[config.mk]
export PLATFORM = sky130hd
export DESIGN_NAME = scp_config
export DESIGN_NICKNAME = d
export VERILOG_FILES = /design/src/scp_pkg.sv /design/src/scp_config.sv
export SDC_FILE = /design/constraint.sdc
export NUM_CORES = 1
export LEC_CHECK = 0
export ABC_CLOCK_PERIOD_IN_PS = 5100
export BUFFER_PORTS_ARGS = -buffer_cell sky130_fd_sc_hd__buf_2
export CAP_MARGIN = 10
export CORE_UTILIZATION = 45
export DETAILED_ROUTE_END_ITERATION = 16
export GPL_TIMING_DRIVEN = 0
export PLACE_DENSITY = 0.72
export SLEW_MARGIN = 20
export SYNTH_ARGS = -nofsm -noshare
export SYNTH_HDL_FRONTEND = slang
export SYNTH_SLANG_ARGS = --single-unit
export TNS_END_PERCENT = 10
[constraint.sdc]
create_clock -name pclk -period 5.1 [get_ports pclk]
set_input_delay 0.51 -clock pclk [delete_from_list [all_inputs] [get_ports pclk]]
set_output_delay 0.51 -clock pclk [all_outputs]
set_load 0.05 [all_outputs]
[src/scp_pkg.sv]
// Constants and carrier types of the serial port configuration block.
// Assumes a 32-bit APB with registers in the low 16 bits of each word.
package scp_pkg;
	localparam int unsigned ADDR_W = 8;
	localparam logic [7:0] CTL_ONE_OFFSET = 8'h00;
	localparam logic [7:0] CTL_TWO_OFFSET = 8'h04;
	localparam logic [15:0] CTL_ONE_RESET = 16'h0000;
	localparam logic [15:0] CTL_TWO_RESET = 16'h0000;
	// Writable bits of each control register
	localparam logic [15:0] CTL_ONE_MASK = 16'h1FFF;
	localparam logic [15:0] CTL_TWO_MASK = 16'hE003;
	localparam int unsigned RATIO_W = 10;
	localparam logic [2:0] SEC_BASE = 3'h0;
	localparam logic [3:0] SEC_SPAN = 4'h8;
	localparam logic [RATIO_W-1:0] PRIM_DIV1 = 10'h001;
	localparam logic [RATIO_W-1:0] PRIM_DIV4 = 10'h004;
	localparam logic [RATIO_W-1:0] PRIM_DIV16 = 10'h010;
	localparam logic [RATIO_W-1:0] PRIM_DIV64 = 10'h040;
	localparam logic [4:0] BITS_WIDE = 5'h10;
	localparam logic [4:0] BITS_BYTE = 5'h08;

	typedef struct packed {
		logic [2:0] unused;
		logic clock_pin_disable;
		logic out_pin_disable;
		logic word_wide;
		logic sample_late;
		logic clock_edge;
		logic select_pin_enable;
		logic clock_idle_high;
		logic master_enable;
		logic [2:0] secondary_divider_sel;
		logic [1:0] primary_divider_sel;
	} scp_ctl_one_type;

	typedef struct packed {
		logic framed_enable;
		logic frame_sync_direction;
		logic frame_sync_polarity;
		logic [10:0] unused;
		logic frame_sync_edge;
		logic enhanced_buffer_enable;
	} scp_ctl_two_type;

	typedef struct packed {
		logic in;
		logic out;
		logic oe;
	} scp_pin_type;
endpackage

[src/scp_config.sv]
// Serial port clock prescaler, framing control and APB register file.
// Assumes pins arrive asynchronous to pclk; start_frame is on pclk.
//
// Functional notes
// - The secondary divide ratio is eight minus its three-bit field.
// - Primary field 11,10,01,00 divides by 1,4,16,64 respectively.
// - The dividers only act in master mode; slaves use the external clock.
// - Master serial clock period is the product of both ratios in pclk; a product of 1 leaves the clock pin idle.
// - In framed mode the clock edge bit is ignored; software keeps it 0.
// - Control two bit 15 enables framed transfers.
// - Control two bit 14 set makes frame sync an input, clear an output.
// - Control two bit 13 sets frame sync active-high, clear active-low.
// - Bit 1 set puts sync on the first bit clock, clear one clock ahead.
// - Bit 0 set selects the enhanced buffer, clear the single buffer.
//
// Our own choices: register access over APB and the placing of the registers.
`timescale 1ns/1ps

module scp_config (
	input wire logic pclk,
	input wire logic presetn,
	input wire logic psel,
	input wire logic penable,
	input wire logic pwrite,
	input wire logic [scp_pkg::ADDR_W-1:0] paddr,
	input wire logic [31:0] pwdata,
	output logic [31:0] prdata,
	output logic pready,
	output logic pslverr,
	input wire logic serial_clock_pin_in,
	output logic serial_clock_pin_out,
	output logic serial_clock_pin_oe,
	input wire logic select_pin_in,
	output logic select_pin_out,
	output logic select_pin_oe,
	output logic out_pin_enable,
	input wire logic start_frame,
	output logic bit_tick,
	output logic first_bit,
	output logic frame_sync_seen,
	output logic clock_edge_eff,
	output logic enhanced_buffer_enable,
	output logic master_mode
);
	scp_pkg::scp_ctl_one_type ctl1_r;
	scp_pkg::scp_ctl_two_type ctl2_r;
	logic [31:0] prdata_r;
	logic [scp_pkg::RATIO_W-1:0] prim_ratio;
	logic [scp_pkg::RATIO_W-1:0] sec_ratio;
	logic [scp_pkg::RATIO_W-1:0] ratio;
	logic [scp_pkg::RATIO_W-1:0] cnt_r;
	logic [scp_pkg::RATIO_W-1:0] cnt_nxt;
	logic rate_tick;
	logic sck_out_r;
	logic sck_s1_r, sck_s2_r, sck_s3_r;
	logic sel_s1_r, sel_s2_r, sel_s3_r;
	logic framed_master;
	logic framed_slave;
	logic fs_active_r;
	logic [4:0] bits_r;
	logic [4:0] word_bits;
	logic wr_en, rd_setup, hit_one, hit_two;
	typedef enum {ST_IDLE, ST_ARM, ST_LEAD, ST_BITS} scp_state_type;
	scp_state_type state_r;

	// Register access
	assign hit_one = (paddr == scp_pkg::CTL_ONE_OFFSET);
	assign hit_two = (paddr == scp_pkg::CTL_TWO_OFFSET);
	assign wr_en = psel & penable & pwrite;
	assign rd_setup = psel & ~penable & ~pwrite;
	// Zero wait states: every access completes in its first access cycle
	assign pready = 1'b1;
	assign pslverr = psel & penable & ~(hit_one | hit_two);
	assign prdata = prdata_r;

	always_ff @(posedge pclk or negedge presetn) begin
		if (!presetn) begin
			ctl1_r <= scp_pkg::CTL_ONE_RESET;
		end else if (wr_en && hit_one) begin
			ctl1_r <= pwdata[15:0] & scp_pkg::CTL_ONE_MASK;
		end
	end

	always_ff @(posedge pclk or negedge presetn) begin
		if (!presetn) begin
			ctl2_r <= scp_pkg::CTL_TWO_RESET;
		end else if (wr_en && hit_two) begin
			ctl2_r <= pwdata[15:0] & scp_pkg::CTL_TWO_MASK;
		end
	end

	// Read data is loaded in the setup cycle so it is stable in access
	always_ff @(posedge pclk or negedge presetn) begin
		if (!presetn) begin
			prdata_r <= 32'h0000_0000;
		end else if (rd_setup) begin
			if (hit_one) begin
				prdata_r <= {16'h0000, ctl1_r};
			end else if (hit_two) begin
				prdata_r <= {16'h0000, ctl2_r & scp_pkg::CTL_TWO_MASK};
			end else begin
				prdata_r <= 32'h0000_0000;
			end
		end
	end

	// Prescaler ratios
	always_comb begin
		case (ctl1_r.primary_divider_sel)
		2'h3: prim_ratio = scp_pkg::PRIM_DIV1;
		2'h2: prim_ratio = scp_pkg::PRIM_DIV4;
		2'h1: prim_ratio = scp_pkg::PRIM_DIV16;
		default: prim_ratio = scp_pkg::PRIM_DIV64;
		endcase
	end

	assign sec_ratio = scp_pkg::RATIO_W'(scp_pkg::SEC_SPAN) -
		scp_pkg::RATIO_W'(ctl1_r.secondary_divider_sel);
	assign ratio = scp_pkg::RATIO_W'(prim_ratio * sec_ratio);
	assign master_mode = ctl1_r.master_enable;

	// The counter is held in slave mode so no local clock is made
	always_comb begin
		cnt_nxt = cnt_r + 1'b1;
		if (!master_mode || cnt_r >= ratio - 1'b1) begin
			cnt_nxt = '0;
		end
	end

	always_ff @(posedge pclk or negedge presetn) begin
		if (!presetn) begin
			cnt_r <= '0;
		end else begin
			cnt_r <= cnt_nxt;
		end
	end

	assign rate_tick = master_mode && (cnt_r >= ratio - 1'b1);

	// Ratio 1 is not a usable pin rate; it and slave mode leave it idle
	always_ff @(posedge pclk or negedge presetn) begin
		if (!presetn) begin
			sck_out_r <= 1'b0;
		end else if (master_mode && ratio > scp_pkg::PRIM_DIV1) begin
			sck_out_r <= ctl1_r.clock_idle_high ^
				(cnt_nxt < (ratio >> 1));
		end else begin
			sck_out_r <= ctl1_r.clock_idle_high;
		end
	end

	assign serial_clock_pin_out = sck_out_r;
	assign serial_clock_pin_oe = master_mode &
		~ctl1_r.clock_pin_disable;
	assign out_pin_enable = ~ctl1_r.out_pin_disable;

	// Pin synchronisers
	always_ff @(posedge pclk or negedge presetn) begin
		if (!presetn) begin
			sck_s1_r <= 1'b0;
			sck_s2_r <= 1'b0;
			sck_s3_r <= 1'b0;
			sel_s1_r <= 1'b0;
			sel_s2_r <= 1'b0;
			sel_s3_r <= 1'b0;
		end else begin
			sck_s1_r <= serial_clock_pin_in;
			sck_s2_r <= sck_s1_r;
			sck_s3_r <= sck_s2_r;
			sel_s1_r <= select_pin_in;
			sel_s2_r <= sel_s1_r;
			sel_s3_r <= sel_s2_r;
		end
	end

	// Slave: one pulse per external clock period
	assign bit_tick = master_mode ? rate_tick :
		(sck_s2_r & ~sck_s3_r);

	assign clock_edge_eff = ctl1_r.clock_edge &
		~ctl2_r.framed_enable;
	assign enhanced_buffer_enable = ctl2_r.enhanced_buffer_enable;

	assign framed_master = ctl2_r.framed_enable &
		~ctl2_r.frame_sync_direction;
	assign framed_slave = ctl2_r.framed_enable &
		ctl2_r.frame_sync_direction;

	// Incoming sync: asserted level edge after polarity correction
	assign frame_sync_seen = framed_slave &
		((sel_s2_r ^ ~ctl2_r.frame_sync_polarity) &
		~(sel_s3_r ^ ~ctl2_r.frame_sync_polarity));

	assign word_bits = ctl1_r.word_wide ? scp_pkg::BITS_WIDE :
		scp_pkg::BITS_BYTE;

	// Frame sequencer for the frame master
	always_ff @(posedge pclk or negedge presetn) begin
		if (!presetn) begin
			state_r <= ST_IDLE;
		end else if (!framed_master || !master_mode) begin
			state_r <= ST_IDLE;
		end else begin
			case (state_r)
			ST_IDLE: begin
				if (start_frame) begin
					state_r <= ST_ARM;
				end
			end
			ST_ARM: begin
				if (rate_tick) begin
					state_r <= ctl2_r.frame_sync_edge ? ST_BITS :
						ST_LEAD;
				end
			end
			ST_LEAD: begin
				if (rate_tick) begin
					state_r <= ST_BITS;
				end
			end
			ST_BITS: begin
				if (rate_tick && bits_r == 5'h01) begin
					state_r <= ST_IDLE;
				end
			end
			default: state_r <= ST_IDLE;
			endcase
		end
	end

	assign first_bit = rate_tick &&
		((state_r == ST_ARM && ctl2_r.frame_sync_edge) ||
		state_r == ST_LEAD);

	always_ff @(posedge pclk or negedge presetn) begin
		if (!presetn) begin
			bits_r <= 5'h00;
		end else if (first_bit) begin
			bits_r <= word_bits;
		end else if (rate_tick && bits_r != 5'h00) begin
			bits_r <= bits_r - 5'h01;
		end
	end

	// Sync lasts one serial clock period
	always_ff @(posedge pclk or negedge presetn) begin
		if (!presetn) begin
			fs_active_r <= 1'b0;
		end else if (!framed_master || !master_mode) begin
			fs_active_r <= 1'b0;
		end else if (rate_tick) begin
			fs_active_r <= (state_r == ST_ARM);
		end
	end

	assign select_pin_oe = framed_master;
	assign select_pin_out = fs_active_r ~^
		ctl2_r.frame_sync_polarity;

	// Helper: pclk cycles since the last rate tick
	logic [scp_pkg::RATIO_W-1:0] gap_r;
	always_ff @(posedge pclk or negedge presetn) begin
		if (!presetn) begin
			gap_r <= '0;
		end else if (rate_tick || !master_mode) begin
			gap_r <= '0;
		end else begin
			gap_r <= gap_r + 1'b1;
		end
	end
endmodule // scp_config

==> metrics.sh <==
RUN_STATUS='complete, but fails checks'
VIOLATIONS='negative setup slack'
TIMING.MAX_SLEW.REL_SLACK_PCT=50.4
GPL.FINAL_WEIGHTED_CONGESTION=0.861
DRT_ITER0_DRC=60
HPWLAFTERDP_MICRONS=6160
GLOBAL_ROUTE_WIRE_LENGTH_BEFORE_REPAIR_MICRONS=13900
SYNTHESIS.AREA_PER_INSTANCE_SQ_UM=9.94
SLEW_VIOLATIONS=0
CRIT_FANOUT=4
LARGEST_FAMILY_OF_LOGIC_CELLS_BY_SYNTHESIZED_AREA='simple AND/OR/NAND/NOR gates'
WL_PER_CELL_MICRONS=14.3
GRT_START_MAX_NET_PINS=60
POST-ROUTE-DRC-COUNT=0
DIE_X_MICRONS=93.6
VIAS_PER_CELL=5.18
VIA_COUNT_OF_THE_FIRST_GLOBAL_ROUTING_PASS=2994
FINAL_STANDARD_CELL_AREA_WITHOUT_FILLERS_SQ_UM=4940
SYNTH-ADDER-AREA-SHARE_PCT=14.0
SYNTH_TOP_CELLS_BY_AREA='sky130_fd_sc_hd__dfrtp_1 (39%), sky130_fd_sc_hd__ha_1 (13%), sky130_fd_sc_hd__mux2_2 (4.5%), sky130_fd_sc_hd__buf_4 (3.6%), sky130_fd_sc_hd__xnor2_1 (3.5%)'
YS_FF_LATCH=59
CAP_VIOLATIONS=0
POWER_DENS_CELLS_nW_PER_UM2=197
CTSROOTBUFFERMASTER='sky130_fd_sc_hd__clkbuf_8'
POST-ROUTE-PERIOD-UTIL_PCT=109
POWER.SHARE.SEQUENTIAL_PCT=49.0
GRT_ANTENNA_BEFORE_REPAIR=0
POST_SYNTHESIS_COMPOUND_GATE_AREA_FRACTION_PCT=11.2
CTS-ROOT-TO-SINK-BUFFERS=2
P_SWITCHING_W=0.000270
SYNTH_MOST_COMMON_CELL='sky130_fd_sc_hd__dfrtp_1'
HTREEDEPTH=3
FINALWORSTPATHREQUIREDPERIOD_NS=5.55
YOSYSUNIQUECELLTYPES=57
SYNTH_SEQUENTIAL_AREA_RATIO_PCT=39.1
TYPE_OF_THE_MOST_CRITICAL_HOLD_PATH='input pin to asynchronous set/reset pin'
LEAKAGE_nW=2.52
YOSYSWARNINGS=0
WORSTPATHREQUIRED_NS=5.32
IO_PINS=93
DRT_WL_TOTAL_MICRONS=8560
SYNTH-SIMPLE-AREA-SHARE_PCT=17.1
POWER_W=0.000973
AREA.GROWTH.SYNTH_TO_FINAL_PCT=30.8
NUMBER_OF_INSTANCES_IN_THE_SYNTHESIZED_NETLIST=380
INITIAL_UTILIZATION_PCT=46.2
GRT_SETUP_UNREPAIRED='true'
POST_SYNTH_MUX_AREA_SHARE_PCT=5.79
RELATIVE_CONTRIBUTION_OF_COMBINATIONAL_CELLS_TO_TOTAL_POWER_PCT=12.7
VDD_IR_DROP_MAX_mV=0.154
NUM_VIAS=3099
CELLINTERNALPOWER_W=0.000703
FINISH.NET_COUNT=578
SETUP-TNS-FINAL_NS=-0.923
SYNTH_TOP_AREA_SHARE_PCT=39.1
DRT-PASS1-ITER-COUNT=4
HOLDBUFCOUNTCTS=0
SETUP_WS_NS=-0.455
NETLIST_TOP_CELLS_COUNT='sky130_fd_sc_hd__dfrtp_1 (59), sky130_fd_sc_hd__ha_1 (39), sky130_fd_sc_hd__nor2_1 (29)'
GLOBAL_ROUTE.USAGE.TOTAL_PCT=20.5
NUMCTSBUFFERS=9
DPL-INSTANCE-AREA_SQ_UM=4350
PORT_BUFFERS=58
CLOCK_SINKS=59
NUMPLACEDINSTANCES=558
POST_SYNTHESIS_XOR_XNOR_AREA_FRACTION_PCT=5.79
FIN_WORST_SKEW_NS=0.0103
SHARE_CLK_OF_TOTAL_POWER_PCT=38.3
FINAL_ANTENNA_NET_COUNT=0
HOLD_VIOL_FINAL=0
POST-SYNTH-TOP-AREA-CELL='sky130_fd_sc_hd__dfrtp_1'
CRIT_TYPE='register to register'
FINAL_LAYOUT_SIZE_SUFFIX_GT1_SHARE_PCT=38.7
YS_DOMINANT_REG_CELL='sky130_fd_sc_hd__dfrtp_1'
STDCELL_COUNT=598
CORE_REGION_AREA_SQ_UM=8180
OVERFLOW=0
CRITICAL_PATH.ENDPOINT_TYPE='register'
CP.ARRIVAL_NS=5.77
ASYNC_FLOP_SHARE_PCT=100
MAX_FREQ_MHz=180
CLOCK_INSERTION_DELAY_WORST_SKEW_NS=0.34
FLOORPLAN.DIE_AREA_SQ_UM=8770
DIE_SPAN_IN_Y_MICRONS=93.6
PLACEMENT_ROWS=33
DIODES=0
STARTPOINT_KIND_OF_THE_WORST_SETUP_TIMING_PATH='register'
REPORT.FINAL.SETUP_VIOL=3
CLKTRANSATPATHREGS_NS=0.07
CLOCK_TREE_FROM_TRITONCTS='done'
WORSTMARGINPINSLEW_NS=0.744
SYN_AREA_SQ_UM=3780
POWER_SWITCHING_SHARE_PCT=27.8
SYNTH-EDFF-COUNT=0
[cell families (layout without fill, tap and decap cells)]
logic type	Yosys count	after routing
DFF	59	59
muxes	20	20
other	2	17
AOI/OAI and AO/OA	59	59
xor gates and xnor gates	25	25
adders and majority gates	41	41
buffers and inverters	51	149
and+or+nand+nor	123	123
[layout by cell type, fill, tap and decap left out, types with 7 or more instances in the layout]
cell,count
sky130_fd_sc_hd__nor3_1,7
sky130_fd_sc_hd__xnor2_1,12
sky130_fd_sc_hd__xor2_1,9
sky130_fd_sc_hd__clkbuf_8,11
sky130_fd_sc_hd__dfrtp_1,57
sky130_fd_sc_hd__buf_4,43
sky130_fd_sc_hd__nand2_1,27
sky130_fd_sc_hd__a22o_1,10
sky130_fd_sc_hd__ha_1,32
sky130_fd_sc_hd__nor2_1,20
sky130_fd_sc_hd__nand3_1,13
sky130_fd_sc_hd__o21ai_0,16
sky130_fd_sc_hd__ha_4,7
sky130_fd_sc_hd__buf_2,55
sky130_fd_sc_hd__inv_1,19
sky130_fd_sc_hd__conb_1,17
sky130_fd_sc_hd__mux2_2,15
[worst max-delay path: stages (launching register included)]
cell	delay [ns]
sky130_fd_sc_hd__dfrtp_2	0.41
sky130_fd_sc_hd__or3_4	0.41
sky130_fd_sc_hd__and2b_2	0.25
sky130_fd_sc_hd__ha_4	0.12
sky130_fd_sc_hd__inv_2	0.03
sky130_fd_sc_hd__fa_2	0.35
sky130_fd_sc_hd__inv_2	0.07
sky130_fd_sc_hd__ha_4	0.21
sky130_fd_sc_hd__and2b_2	0.22
sky130_fd_sc_hd__a311oi_2	0.35
sky130_fd_sc_hd__nand4_2	0.17
sky130_fd_sc_hd__nor2_2	0.14
sky130_fd_sc_hd__xnor2_1	0.10
sky130_fd_sc_hd__ha_1	0.31
sky130_fd_sc_hd__nand4_1	0.16
sky130_fd_sc_hd__a211o_1	0.34
sky130_fd_sc_hd__and2_4	0.19
sky130_fd_sc_hd__buf_4	0.14
sky130_fd_sc_hd__and3_4	0.19
sky130_fd_sc_hd__ha_4	0.16
sky130_fd_sc_hd__and4b_1	0.25
sky130_fd_sc_hd__or3_1	0.12
sky130_fd_sc_hd__a31oi_1	0.08
sky130_fd_sc_hd__nor4b_2	0.33
sky130_fd_sc_hd__o311ai_2	0.18
sky130_fd_sc_hd__xnor2_1	0.15
[power groups by stage]
stage               Combinational, W  Clock [W]  Sequential, W
floorplan                  0.0000762          0       0.000487
detailed placement          0.000109          0       0.000486
CTS                         0.000115   0.000374       0.000477
global route                0.000135   0.000396       0.000477
global placement            0.000108          0       0.000486
finish                      0.000124   0.000373       0.000477
[metrics by stage]
stage	hold WS, ns	worst slack (ns)	utilization, %
after detailed placement	0.337	-0.808	53.2
after CTS	0.265	-0.298	57.4
after floorplan	0.214	-0.0740	-
final	0.225	-0.455	60.4
after global placement	0.331	-0.711	53.2
after global routing	0.253	-0.703	60.4
[layer usage]
| layer | up-vias | share of wire [%] | track usage, % |
|---|---|---|---|
| li1 | 1509 | - | - |
| met1 | 1489 | 45 | 26.4 |
| met2 | 86 | 48 | 33.5 |
| met3 | 15 | 5.6 | 5.20 |
| met4 | 0 | 1.5 | 6.92 |
| met5 | - | 0 | 0 |
[worst paths after layout]
check | slack (ns) | start | to | cells past startpoint
setup / recovery | -0.45 | ctl1_r[4] | serial_clock_pin_out | 25
max in group asynchronous | 4.33 | presetn | ctl1_r[2] | 1
hold reg to reg | 0.36 | sck_s1_r | sck_s2_r | 0
setup reg to reg | -0.45 | ctl1_r[4] | serial_clock_pin_out | 25
hold / removal | 0.23 | presetn | cnt_r[4] | 1
min in group pclk | 0.27 | serial_clock_pin_in | sck_s1_r | 1
[final cells by class]
class / count / area [sq um]
Buffer: 26 / 190
Inverter: 25 / 93.8
Clock inverter: 5 / 30.0
Multi-Input combinational cell: 285 / 2370
Sequential cell: 59 / 1480
Tap cell: 105 / 131
Timing Repair Buffer: 83 / 513
Clock buffer: 10 / 138
Fill cell: 651 / 3230
[state kept, by name, summed over array words and instances (netlist names), 2 cells and up]
signal   count
bits_r       5
prdata      16
ctl1_r      12
state_r      2
cnt_r       10
ctl2_r       4
[timing repair]
| item | in CTS | in global routing |
|---|---|---|
| pin swaps | 15 | 24 |
| setup buffers | 12 | 13 |
| endpoints found under the setup margin | 3 | 3 |
| resized for setup | 21 | 38 |
Power figures use the tool's default switching activity.
